[src/rtl/hsp_pkg.sv]
// package: constants, register map and carrier types for the strap/status pins
package hsp_pkg;
    localparam logic [11:0] HSP_OFF_CTRL = 12'h000;
    localparam logic [11:0] HSP_OFF_STRAP = 12'h004;
    localparam logic [11:0] HSP_OFF_CHG = 12'h008;
    localparam logic [11:0] HSP_OFF_STAT = 12'h00c;
    localparam int HSP_CTRL_STS_EN = 0;
    localparam int HSP_STRAP_GANGED = 0;
    localparam int HSP_STRAP_AUTO_N = 1;
    localparam int HSP_STRAP_PWR_N = 2;
    localparam int HSP_STRAP_BUS_N = 3;
    localparam int HSP_STRAP_LATCHED = 4;
    localparam int HSP_CHG_AUTO_DIS = 0;
    localparam int HSP_CHG_MASK_LSB = 4;
    localparam int HSP_SMB_ADDR_BIT = 2;
    localparam logic [31:0] HSP_CTRL_RST = 32'h0000_0000;
    localparam logic [3:0] HSP_CHG_MASK_RST = 4'hf;
    localparam int HSP_NPORTS = 4;

    typedef struct packed {
        logic ganged;
        logic auto_n;
        logic pwr_n;
        logic bus_n;
    } hsp_straps_t;

    typedef struct packed {
        logic pwr_ctl_en;
        logic ganged_mode;
        logic smbus_mode;
        logic [6:0] smb_addr_mask;
        logic auto_mode_en;
        logic port1_cdp_block;
    } hsp_mode_t;
endpackage

[src/rtl/hsp_strap_latch.sv]
// strap capture: samples the strap levels once on the first enabled edge
// after reset release
`timescale 1ns/1ps
module hsp_strap_latch import hsp_pkg::*; (
    input wire logic clk,
    input wire logic rst,
    input wire logic ce,
    input wire hsp_straps_t pins,
    output hsp_straps_t straps,
    output logic latched
);
    typedef struct packed {
        hsp_straps_t s;
        logic done;
    } hsp_latch_state_t;

    hsp_latch_state_t st_r;
    hsp_latch_state_t st_nxt;

    always_comb begin
        st_nxt = st_r;
        // capture at release, from a clocked process, never under reset
        if (!st_r.done) begin
            st_nxt.s = pins;
            st_nxt.done = 1'b1;
        end
    end

    always_ff @(posedge clk) begin
        if (rst) begin
            st_r <= '0;
        end else if (ce) begin
            st_r <= st_nxt;
        end
    end

    assign straps = st_r.s;
    assign latched = st_r.done;

    chk_straps_frozen: assert property (
        @(posedge clk) disable iff (rst)
        latched && ce |=> straps == $past(straps))
        else $error("strap value changed after capture");
endmodule

[src/rtl/hsp_strap_pins.sv]
// top: dual-function strap/status pins with an apb register window
//
// Added by the designer: the APB interface to the registers and the placing of the registers.
`timescale 1ns/1ps
module hsp_strap_pins import hsp_pkg::*; #(
    parameter int NPORTS = HSP_NPORTS
) (
    input wire logic SYS_CLK,
    input wire logic RST,
    input wire logic CE,
    input wire logic PSEL,
    input wire logic PENABLE,
    input wire logic PWRITE,
    input wire logic [11:0] PADDR,
    input wire logic [31:0] PWDATA,
    input wire logic [3:0] PSTRB,
    output logic [31:0] PRDATA,
    output logic PREADY,
    output logic PSLVERR,
    input wire logic GANGED_IN,
    output logic GANGED_OUT,
    output logic GANGED_OE,
    input wire logic AUTO_CHARGE_IN,
    output logic AUTO_CHARGE_OUT,
    output logic AUTO_CHARGE_OE,
    input wire logic POWER_SWITCHING_STRAP_N,
    input wire logic BUS_MODE_STRAP_N,
    input wire logic UPSTREAM_HISPEED_CONNECTED,
    input wire logic UPSTREAM_HISPEED_SUSPENDED,
    input wire logic UPSTREAM_CONNECTED,
    output logic PWR_CTL_EN,
    output logic GANGED_MODE,
    output logic SMBUS_MODE,
    output logic [6:0] SMB_ADDR_MASK,
    output logic AUTO_MODE_EN,
    output logic [NPORTS-1:0] CDP_ALLOWED
);
    typedef struct packed {
        logic status_output_enable;
        logic [3:0] chg_port_en;
        logic gang_out;
        logic gang_oe;
        logic auto_out;
        logic auto_oe;
        hsp_mode_t mode;
        logic [NPORTS-1:0] cdp;
        logic [31:0] rdata;
    } hsp_top_state_t;

    hsp_top_state_t st_r;
    hsp_top_state_t st_nxt;
    hsp_straps_t pins;
    hsp_straps_t straps;
    logic latched;

    // auto-charge pin is active low as a strap
    assign pins.ganged = GANGED_IN;
    assign pins.auto_n = AUTO_CHARGE_IN;
    assign pins.pwr_n = POWER_SWITCHING_STRAP_N;
    assign pins.bus_n = BUS_MODE_STRAP_N;

    hsp_strap_latch u_latch (
        .clk(SYS_CLK),
        .rst(RST),
        .ce(CE),
        .pins(pins),
        .straps(straps),
        .latched(latched)
    );

    function automatic logic is_addr(input logic [11:0] a,
                                     input logic [11:0] off);
        return a[11:2] == off[11:2];
    endfunction

    logic wr_en;
    logic rd_en;
    logic known;
    assign wr_en = PSEL && PENABLE && PWRITE && CE;
    assign rd_en = PSEL && !PENABLE && !PWRITE && CE;
    assign known = is_addr(PADDR, HSP_OFF_CTRL) ||
        is_addr(PADDR, HSP_OFF_STRAP) || is_addr(PADDR, HSP_OFF_CHG) ||
        is_addr(PADDR, HSP_OFF_STAT);

    always_comb begin
        st_nxt = st_r;
        if (wr_en && PSTRB[0]) begin
            if (is_addr(PADDR, HSP_OFF_CTRL)) begin
                st_nxt.status_output_enable = PWDATA[HSP_CTRL_STS_EN];
            end
            if (is_addr(PADDR, HSP_OFF_CHG)) begin
                st_nxt.chg_port_en = PWDATA[HSP_CHG_MASK_LSB +: 4];
            end
        end
        // power mode from latched straps
        st_nxt.mode.pwr_ctl_en = latched && !straps.pwr_n;
        st_nxt.mode.ganged_mode = latched && !straps.pwr_n &&
            straps.ganged;
        st_nxt.mode.smbus_mode = latched && !straps.bus_n;
        st_nxt.mode.smb_addr_mask = '0;
        if (latched && !straps.bus_n) begin
            st_nxt.mode.smb_addr_mask[HSP_SMB_ADDR_BIT] =
                straps.ganged;
        end
        // automatic mode only while the upstream side is unconnected
        st_nxt.mode.auto_mode_en = latched && !straps.auto_n &&
            !UPSTREAM_CONNECTED && (|st_r.chg_port_en);
        st_nxt.mode.port1_cdp_block = latched && !straps.auto_n;
        for (int i = 0; i < NPORTS; i++) begin
            st_nxt.cdp[i] = latched && UPSTREAM_CONNECTED &&
                (i < 4 ? st_r.chg_port_en[i % 4] : 1'b0);
        end
        if (latched && !straps.auto_n) begin
            st_nxt.cdp[0] = 1'b0;
        end
        // drivers stay off until straps are held and status is enabled
        st_nxt.gang_oe = latched && st_r.status_output_enable;
        st_nxt.auto_oe = latched && st_r.status_output_enable;
        st_nxt.gang_out = st_nxt.gang_oe &&
            UPSTREAM_HISPEED_CONNECTED;
        st_nxt.auto_out = st_nxt.auto_oe &&
            UPSTREAM_HISPEED_SUSPENDED;
        st_nxt.rdata = '0;
        if (rd_en) begin
            if (is_addr(PADDR, HSP_OFF_CTRL)) begin
                st_nxt.rdata[HSP_CTRL_STS_EN] = st_r.status_output_enable;
            end
            if (is_addr(PADDR, HSP_OFF_STRAP)) begin
                st_nxt.rdata[HSP_STRAP_GANGED] = straps.ganged;
                st_nxt.rdata[HSP_STRAP_AUTO_N] = straps.auto_n;
                st_nxt.rdata[HSP_STRAP_PWR_N] = straps.pwr_n;
                st_nxt.rdata[HSP_STRAP_BUS_N] = straps.bus_n;
                st_nxt.rdata[HSP_STRAP_LATCHED] = latched;
            end
            if (is_addr(PADDR, HSP_OFF_CHG)) begin
                st_nxt.rdata[HSP_CHG_AUTO_DIS] = straps.auto_n;
                st_nxt.rdata[HSP_CHG_MASK_LSB +: 4] = st_r.chg_port_en;
            end
            if (is_addr(PADDR, HSP_OFF_STAT)) begin
                st_nxt.rdata[0] = UPSTREAM_HISPEED_CONNECTED;
                st_nxt.rdata[1] = UPSTREAM_HISPEED_SUSPENDED;
                st_nxt.rdata[2] = UPSTREAM_CONNECTED;
            end
        end
    end

    always_ff @(posedge SYS_CLK) begin
        if (RST) begin
            st_r <= '0;
            st_r.status_output_enable <= HSP_CTRL_RST[HSP_CTRL_STS_EN];
            st_r.chg_port_en <= HSP_CHG_MASK_RST;
        end else if (CE) begin
            st_r <= st_nxt;
        end
    end

    // read data is registered during setup, so access completes at once
    assign PREADY = 1'b1;
    assign PSLVERR = PSEL && PENABLE && !known;
    assign PRDATA = st_r.rdata;
    assign GANGED_OUT = st_r.gang_out;
    assign GANGED_OE = st_r.gang_oe;
    assign AUTO_CHARGE_OUT = st_r.auto_out;
    assign AUTO_CHARGE_OE = st_r.auto_oe;
    assign PWR_CTL_EN = st_r.mode.pwr_ctl_en;
    assign GANGED_MODE = st_r.mode.ganged_mode;
    assign SMBUS_MODE = st_r.mode.smbus_mode;
    assign SMB_ADDR_MASK = st_r.mode.smb_addr_mask;
    assign AUTO_MODE_EN = st_r.mode.auto_mode_en;
    assign CDP_ALLOWED = st_r.cdp;

    chk_oe_in_reset: assert property (
        @(posedge SYS_CLK)
        RST |=> !GANGED_OE && !AUTO_CHARGE_OE)
        else $error("pin driven right after reset");

    chk_gang_status: assert property (
        @(posedge SYS_CLK) disable iff (RST)
        CE && latched && st_r.status_output_enable ##1 CE |->
        GANGED_OUT == $past(UPSTREAM_HISPEED_CONNECTED))
        else $error("ganged pin not showing connection");

    chk_susp_status: assert property (
        @(posedge SYS_CLK) disable iff (RST)
        CE && latched && st_r.status_output_enable |=>
        AUTO_CHARGE_OUT == $past(UPSTREAM_HISPEED_SUSPENDED))
        else $error("auto pin not showing suspend");

    chk_gang_mode: assert property (
        @(posedge SYS_CLK) disable iff (RST)
        GANGED_MODE |-> PWR_CTL_EN && straps.ganged)
        else $error("ganged mode without switching");

    chk_indiv_mode: assert property (
        @(posedge SYS_CLK) disable iff (RST)
        PWR_CTL_EN && !straps.ganged |-> !GANGED_MODE)
        else $error("individual mode lost");

    chk_smb_addr: assert property (
        @(posedge SYS_CLK) disable iff (RST)
        SMBUS_MODE |-> SMB_ADDR_MASK[2] == straps.ganged)
        else $error("slave address bit 2 wrong");

    chk_smb_sel: assert property (
        @(posedge SYS_CLK) disable iff (RST)
        SMBUS_MODE |-> !straps.bus_n)
        else $error("smbus mode with bus strap high");

    chk_auto_off: assert property (
        @(posedge SYS_CLK) disable iff (RST)
        straps.auto_n |-> !AUTO_MODE_EN)
        else $error("auto mode with disable strap");

    // a frozen cycle keeps the old mode, so only look after an update
    chk_auto_upstrm: assert property (
        @(posedge SYS_CLK) disable iff (RST)
        AUTO_MODE_EN && $past(CE) |->
        !$past(UPSTREAM_CONNECTED))
        else $error("auto mode while upstream connected");

    chk_no_cdp_p1: assert property (
        @(posedge SYS_CLK) disable iff (RST)
        latched && !straps.auto_n ##1 CE |=> !CDP_ALLOWED[0])
        else $error("cdp on port 1 in auto mode");

    chk_chg_read: assert property (
        @(posedge SYS_CLK) disable iff (RST)
        rd_en && is_addr(PADDR, HSP_OFF_CHG) |=>
        PRDATA[HSP_CHG_AUTO_DIS] == straps.auto_n)
        else $error("auto-disable bit does not match strap");

    // pin drivers
    chk_oe_latched: assert property (
        @(posedge SYS_CLK) disable iff (RST)
        GANGED_OE |-> latched)
        else $error("ganged pin driven before capture");

    chk_auto_oe_latched: assert property (
        @(posedge SYS_CLK) disable iff (RST)
        AUTO_CHARGE_OE |-> latched)
        else $error("auto pin driven before capture");

    chk_gang_idle: assert property (
        @(posedge SYS_CLK) disable iff (RST)
        !GANGED_OE |-> !GANGED_OUT)
        else $error("ganged output high while released");

    chk_auto_idle: assert property (
        @(posedge SYS_CLK) disable iff (RST)
        !AUTO_CHARGE_OE |-> !AUTO_CHARGE_OUT)
        else $error("auto output high while released");

    chk_oe_enable: assert property (
        @(posedge SYS_CLK) disable iff (RST)
        CE && latched |=>
        GANGED_OE == $past(st_r.status_output_enable))
        else $error("ganged driver not following enable");

    chk_auto_oe_on: assert property (
        @(posedge SYS_CLK) disable iff (RST)
        CE && latched |=>
        AUTO_CHARGE_OE == $past(st_r.status_output_enable))
        else $error("auto driver not following enable");

    chk_oe_pair: assert property (
        @(posedge SYS_CLK) disable iff (RST)
        GANGED_OE == AUTO_CHARGE_OE)
        else $error("pin drivers out of step");

    // strap-derived modes
    chk_strap_latch: assert property (
        @(posedge SYS_CLK) disable iff (RST)
        $rose(latched) |-> straps == $past(pins))
        else $error("captured straps differ from pins");

    chk_latch_once: assert property (
        @(posedge SYS_CLK) disable iff (RST)
        latched |=> latched)
        else $error("capture flag dropped without reset");

    chk_freeze: assert property (
        @(posedge SYS_CLK) disable iff (RST)
        !CE |=> $stable(GANGED_MODE) && $stable(PWR_CTL_EN))
        else $error("power mode moved while disabled");

    chk_pwr_latched: assert property (
        @(posedge SYS_CLK) disable iff (RST)
        PWR_CTL_EN |-> latched)
        else $error("switching mode before capture");

    chk_pwr_mode: assert property (
        @(posedge SYS_CLK) disable iff (RST)
        CE && latched |=> PWR_CTL_EN == !straps.pwr_n)
        else $error("switching mode does not match strap");

    chk_no_pwr_gang: assert property (
        @(posedge SYS_CLK) disable iff (RST)
        !PWR_CTL_EN |-> !GANGED_MODE)
        else $error("gang mode without power switching");

    chk_ganged_sel: assert property (
        @(posedge SYS_CLK) disable iff (RST)
        CE && latched |=>
        GANGED_MODE == (!straps.pwr_n && straps.ganged))
        else $error("gang mode does not match straps");

    chk_smb_latched: assert property (
        @(posedge SYS_CLK) disable iff (RST)
        SMBUS_MODE |-> latched)
        else $error("bus mode before capture");

    chk_bus_mode: assert property (
        @(posedge SYS_CLK) disable iff (RST)
        CE && latched |=> SMBUS_MODE == !straps.bus_n)
        else $error("bus mode does not match strap");

    chk_i2c_addr: assert property (
        @(posedge SYS_CLK) disable iff (RST)
        !SMBUS_MODE |-> SMB_ADDR_MASK == 7'h00)
        else $error("address bits set outside smbus mode");

    chk_addr_bits: assert property (
        @(posedge SYS_CLK) disable iff (RST)
        (SMB_ADDR_MASK & 7'h7b) == 7'h00)
        else $error("address bit other than 2 set");

    // charging
    chk_auto_strap: assert property (
        @(posedge SYS_CLK) disable iff (RST)
        CE && latched && !straps.auto_n && !UPSTREAM_CONNECTED &&
        (|st_r.chg_port_en) |=> AUTO_MODE_EN)
        else $error("auto mode missing while unconnected");

    chk_auto_source: assert property (
        @(posedge SYS_CLK) disable iff (RST)
        AUTO_MODE_EN |-> latched && !straps.auto_n)
        else $error("auto mode without captured strap");

    chk_auto_mask: assert property (
        @(posedge SYS_CLK) disable iff (RST)
        AUTO_MODE_EN |-> CDP_ALLOWED == '0)
        else $error("cdp offered in auto mode");
endmodule

[config.mk]
export PLATFORM = sky130hd
export DESIGN_NAME = hsp_strap_pins
export DESIGN_NICKNAME = d
export VERILOG_FILES = /design/src/rtl/hsp_pkg.sv /design/src/rtl/hsp_strap_latch.sv /design/src/rtl/hsp_strap_pins.sv
export SDC_FILE = /design/constraint.sdc
export NUM_CORES = 1
export LEC_CHECK = 0
export ABC_AREA = 1
export ABC_CLOCK_PERIOD_IN_PS = 1700
export BUFFER_PORTS_ARGS = -buffer_cell sky130_fd_sc_hd__buf_2
export CORE_ASPECT_RATIO = 1.75
export CORE_MARGIN = 2
export CORE_UTILIZATION = 45
export DETAILED_ROUTE_END_ITERATION = 7
export MAX_ROUTING_LAYER = met4
export PLACE_DENSITY = 0.85
export SETUP_SLACK_MARGIN = 0.05
export SYNTH_ARGS = -nofsm -noshare
export SYNTH_HDL_FRONTEND = slang
export SYNTH_HIERARCHICAL = 1
export SYNTH_SLANG_ARGS = --single-unit
[constraint.sdc]
create_clock -name SYS_CLK -period 1.7 [get_ports SYS_CLK]
set_input_delay 0.255 -clock SYS_CLK [delete_from_list [all_inputs] [get_ports SYS_CLK]]
set_output_delay 0.255 -clock SYS_CLK [all_outputs]
set_load 0.03 [all_outputs]
==> out/qor.csv <==
metric;value;unit
ant_nets;0;
cts_inserted_buffers;5;
cts_max_path_buffers;2;
dpl.hpwl;2.70;mm
routed_wl;3.32;mm
synth_top_area_share;0.352;
drt-pass1-iter-count;4;
cpLargestDelayFamily;simple AND/OR/NAND/NOR gates;
fin_total_pwr;1.56;mW
ys_seq_area_frac;0.352;
start_util;0.470;
num_antenna_cells;0;
synth_warnings;6;
yosysUniqueCellTypes;23;
final_cells;326;
via_count;1468;
drtIter0Drc;45;
cts-root-buf;clkbuf_8;
syn_inst;239;
portBuffers;50;
fin_crit;1.28;ns
crit_path_start;PADDR[11];
place_inst;318;
drive_gt1_frac;0.257;
max_cap_violations;0;
r2r-end;CDP_ALLOWED[0];
fin_area;1880;um2
ys_async_sr_fraction;0;
worst_setup_path_end_kind;output pin;
fin_tns_setup;0;ns
yosys-top-cells-area;dfxtp_1 (35%), buf_4 (20%), nand2_1 (11%), a21oi_1 (5.9%), nand3_1 (5.6%);
critPathRequiredTime;1.44;ns
gp_congestion;0.822;
ioPinCount;114;
cpMostUsedCell;buf_2;
synth_top_family_by_area;simple AND/OR/NAND/NOR gates;
antenna_found_initial;0;
synthToLayoutAreaGrowth;10.1;%
grt_use_total;0.164;
slowest_delay;0.17;ns
path_buf_inv;2;
tritoncts;done;
ir_worst_vdd;0.597;mV
rr_worst_depth;4;
die_area;4320;um2
slew_violations;0;
status;completed;
die_h;85.4;um
grt_max_degree;22;
synth_edf_count;0;
yosysMostFrequentCell;nand2_1;
r2r_start;u_latch/latched;
cp_num_cells;6;
yosys_most_used_dff;dfxtp_1;
grt_overflow;0;
htree_num_levels;2;
num-nets-final;340;
cts_sinks;30;
timing.final.crit_share;0.752;
netlist_top_cells_count;nand2_1 (48), buf_4 (45), dfxtp_1 (30);
synth_xor_area_frac;0;
synthAdderAreaFrac;0;
critPathLaunchType;primary input;
setup_viol;0;
multi_input_area;769;um2
powerDensity;830;nW/um2
cp_max_fo;10;
fillers;403;
post_drt_wl_per_cell;10.2;um
worstPathArrival;1.02;ns
synth_top_cell_by_area;dfxtp_1;
seqCellArea;601;um2
crit_end;PSLVERR;
finalHoldViolations;0;
synth_compound_area_frac;0.0939;
slowest_stage;nor2_8;
ys_seq_elements;30;
mappedNetlistArea;1710;um2
hold_path_class;primary input to register;
path_class;primary input to output pin;
synthMuxAreaShare;0;
postSynthAreaPerCell;7.14;um2
ctsResizeCount;0;
postCtsSetupBuffers;0;
rsz0062_at_grt;false;
clk_pin_slew;0.06;ns
drc_errors;0;
fmax;782;MHz
synthSimpleGateAreaFrac;0.289;
drt-vias-per-instance;4.50;
fin_skew;0.00518;ns
path_cells;buf_2 > nor2_4 > nand2_2 > nor2_8 > nor2_1 > buf_2;
die_x;50.5;um
leakagePower;0.975;nW
rows;29;
grt_pass1_wl;5.27;mm
post_dp_cell_area;1790;um2
hold_buffers;0;
reg2reg_slack;0.65;ns
worstSkewPairLatency;0.28;ns
core_region_area;3630;um2
grt_pass1_vias;1303;
[metrics by stage]
stage	utilization	setup slack [ns]	hold slack (ns)
global route	0.518	0.331	0.247
global placement	0.492	0.380	0.451
detailed placement	0.492	0.340	0.453
CTS	0.518	0.419	0.230
finish	0.518	0.421	0.238
floorplan	-	0.558	0.324
[final cells by class]
cell class / count / area share
multi-input cells: 165 / 0.410
flip-flops and latches: 30 / 0.320
repair buffers: 52 / 0.141
inverters: 25 / 0.0500
clock buffers: 7 / 0.0460
well taps: 46 / 0.0306
clock inverters: 1 / 0.00266
[per-layer routing]
metal	global-route usage	up-vias	wire length, um
met5	-	-	0
met4	0.101	0	97
met3	0.0282	8	246
met2	0.305	64	1770
met1	0.146	638	1210
li1	-	758	-
[state kept, by name, indices dropped and copies added, names as in the netlist, 4 cells and up]
name / count
st_r: 5
PRDATA: 8
CDP_ALLOWED: 4
u_latch/straps: 4
[report_power, final]
group | switching (mW) | total (mW) | internal [mW]
Clock | 0.251 | 0.577 | 0.326
Sequential | 0.0120 | 0.732 | 0.720
Combinational | 0.193 | 0.250 | 0.0568
[kinds of logic after synthesis]
| family | after synthesis |
|---|---|
| simple gates | 104 |
| buf+inv | 73 |
| compound gates | 30 |
| flops | 30 |
| other cells | 2 |
[cells in the final DEF, fill, tap and decap left out]
| cell type | Yosys | layout |
|---|---|---|
| nor2_1 | 21 | 21 |
| clkinv_2 | 0 | 1 |
| inv_1 | 22 | 22 |
| conb_1 | 2 | 31 |
| buf_2 | 1 | 50 |
| nor2_2 | 3 | 3 |
| a21oi_1 | 20 | 20 |
| buf_4 | 45 | 2 |
| nor2_8 | 1 | 1 |
| clkbuf_1 | 2 | 1 |
| clkbuf_8 | 0 | 6 |
| nor2_4 | 1 | 1 |
| clkinv_1 | 1 | 1 |
| nand4_1 | 5 | 5 |
| a32oi_1 | 1 | 1 |
| o21ai_1 | 2 | 2 |
| o211ai_1 | 1 | 1 |
| o21ai_0 | 5 | 5 |
| dfxtp_1 | 30 | 30 |
| nand3_1 | 19 | 19 |
| nand2_2 | 4 | 4 |
| nor3_4 | 2 | 2 |
| inv_2 | 2 | 2 |
| nand2_1 | 48 | 48 |
| o41ai_1 | 1 | 1 |
[worst min path at each step]
stage | to | start | slack (ns) | depth (start not counted)
3_3_place_gp | PRDATA[4] | PRDATA[4] | 0.45 | 2
6_report | GANGED_OUT | UPSTREAM_HISPEED_CONNECTED | 0.24 | 3
3_5_place_dp | CDP_ALLOWED[3] | CDP_ALLOWED[3] | 0.45 | 2
5_1_grt | AUTO_CHARGE_OUT | UPSTREAM_HISPEED_SUSPENDED | 0.25 | 3
4_1_cts | GANGED_OUT | UPSTREAM_HISPEED_CONNECTED | 0.23 | 3
2_1_floorplan | u_latch/latched | RST | 0.32 | 1
[worst min-delay path, stage by stage]
cell	delay (ns)
buf_2	0.11
nand2_1	0.06
a21oi_1	0.05
Power figures use the tool's default switching activity.
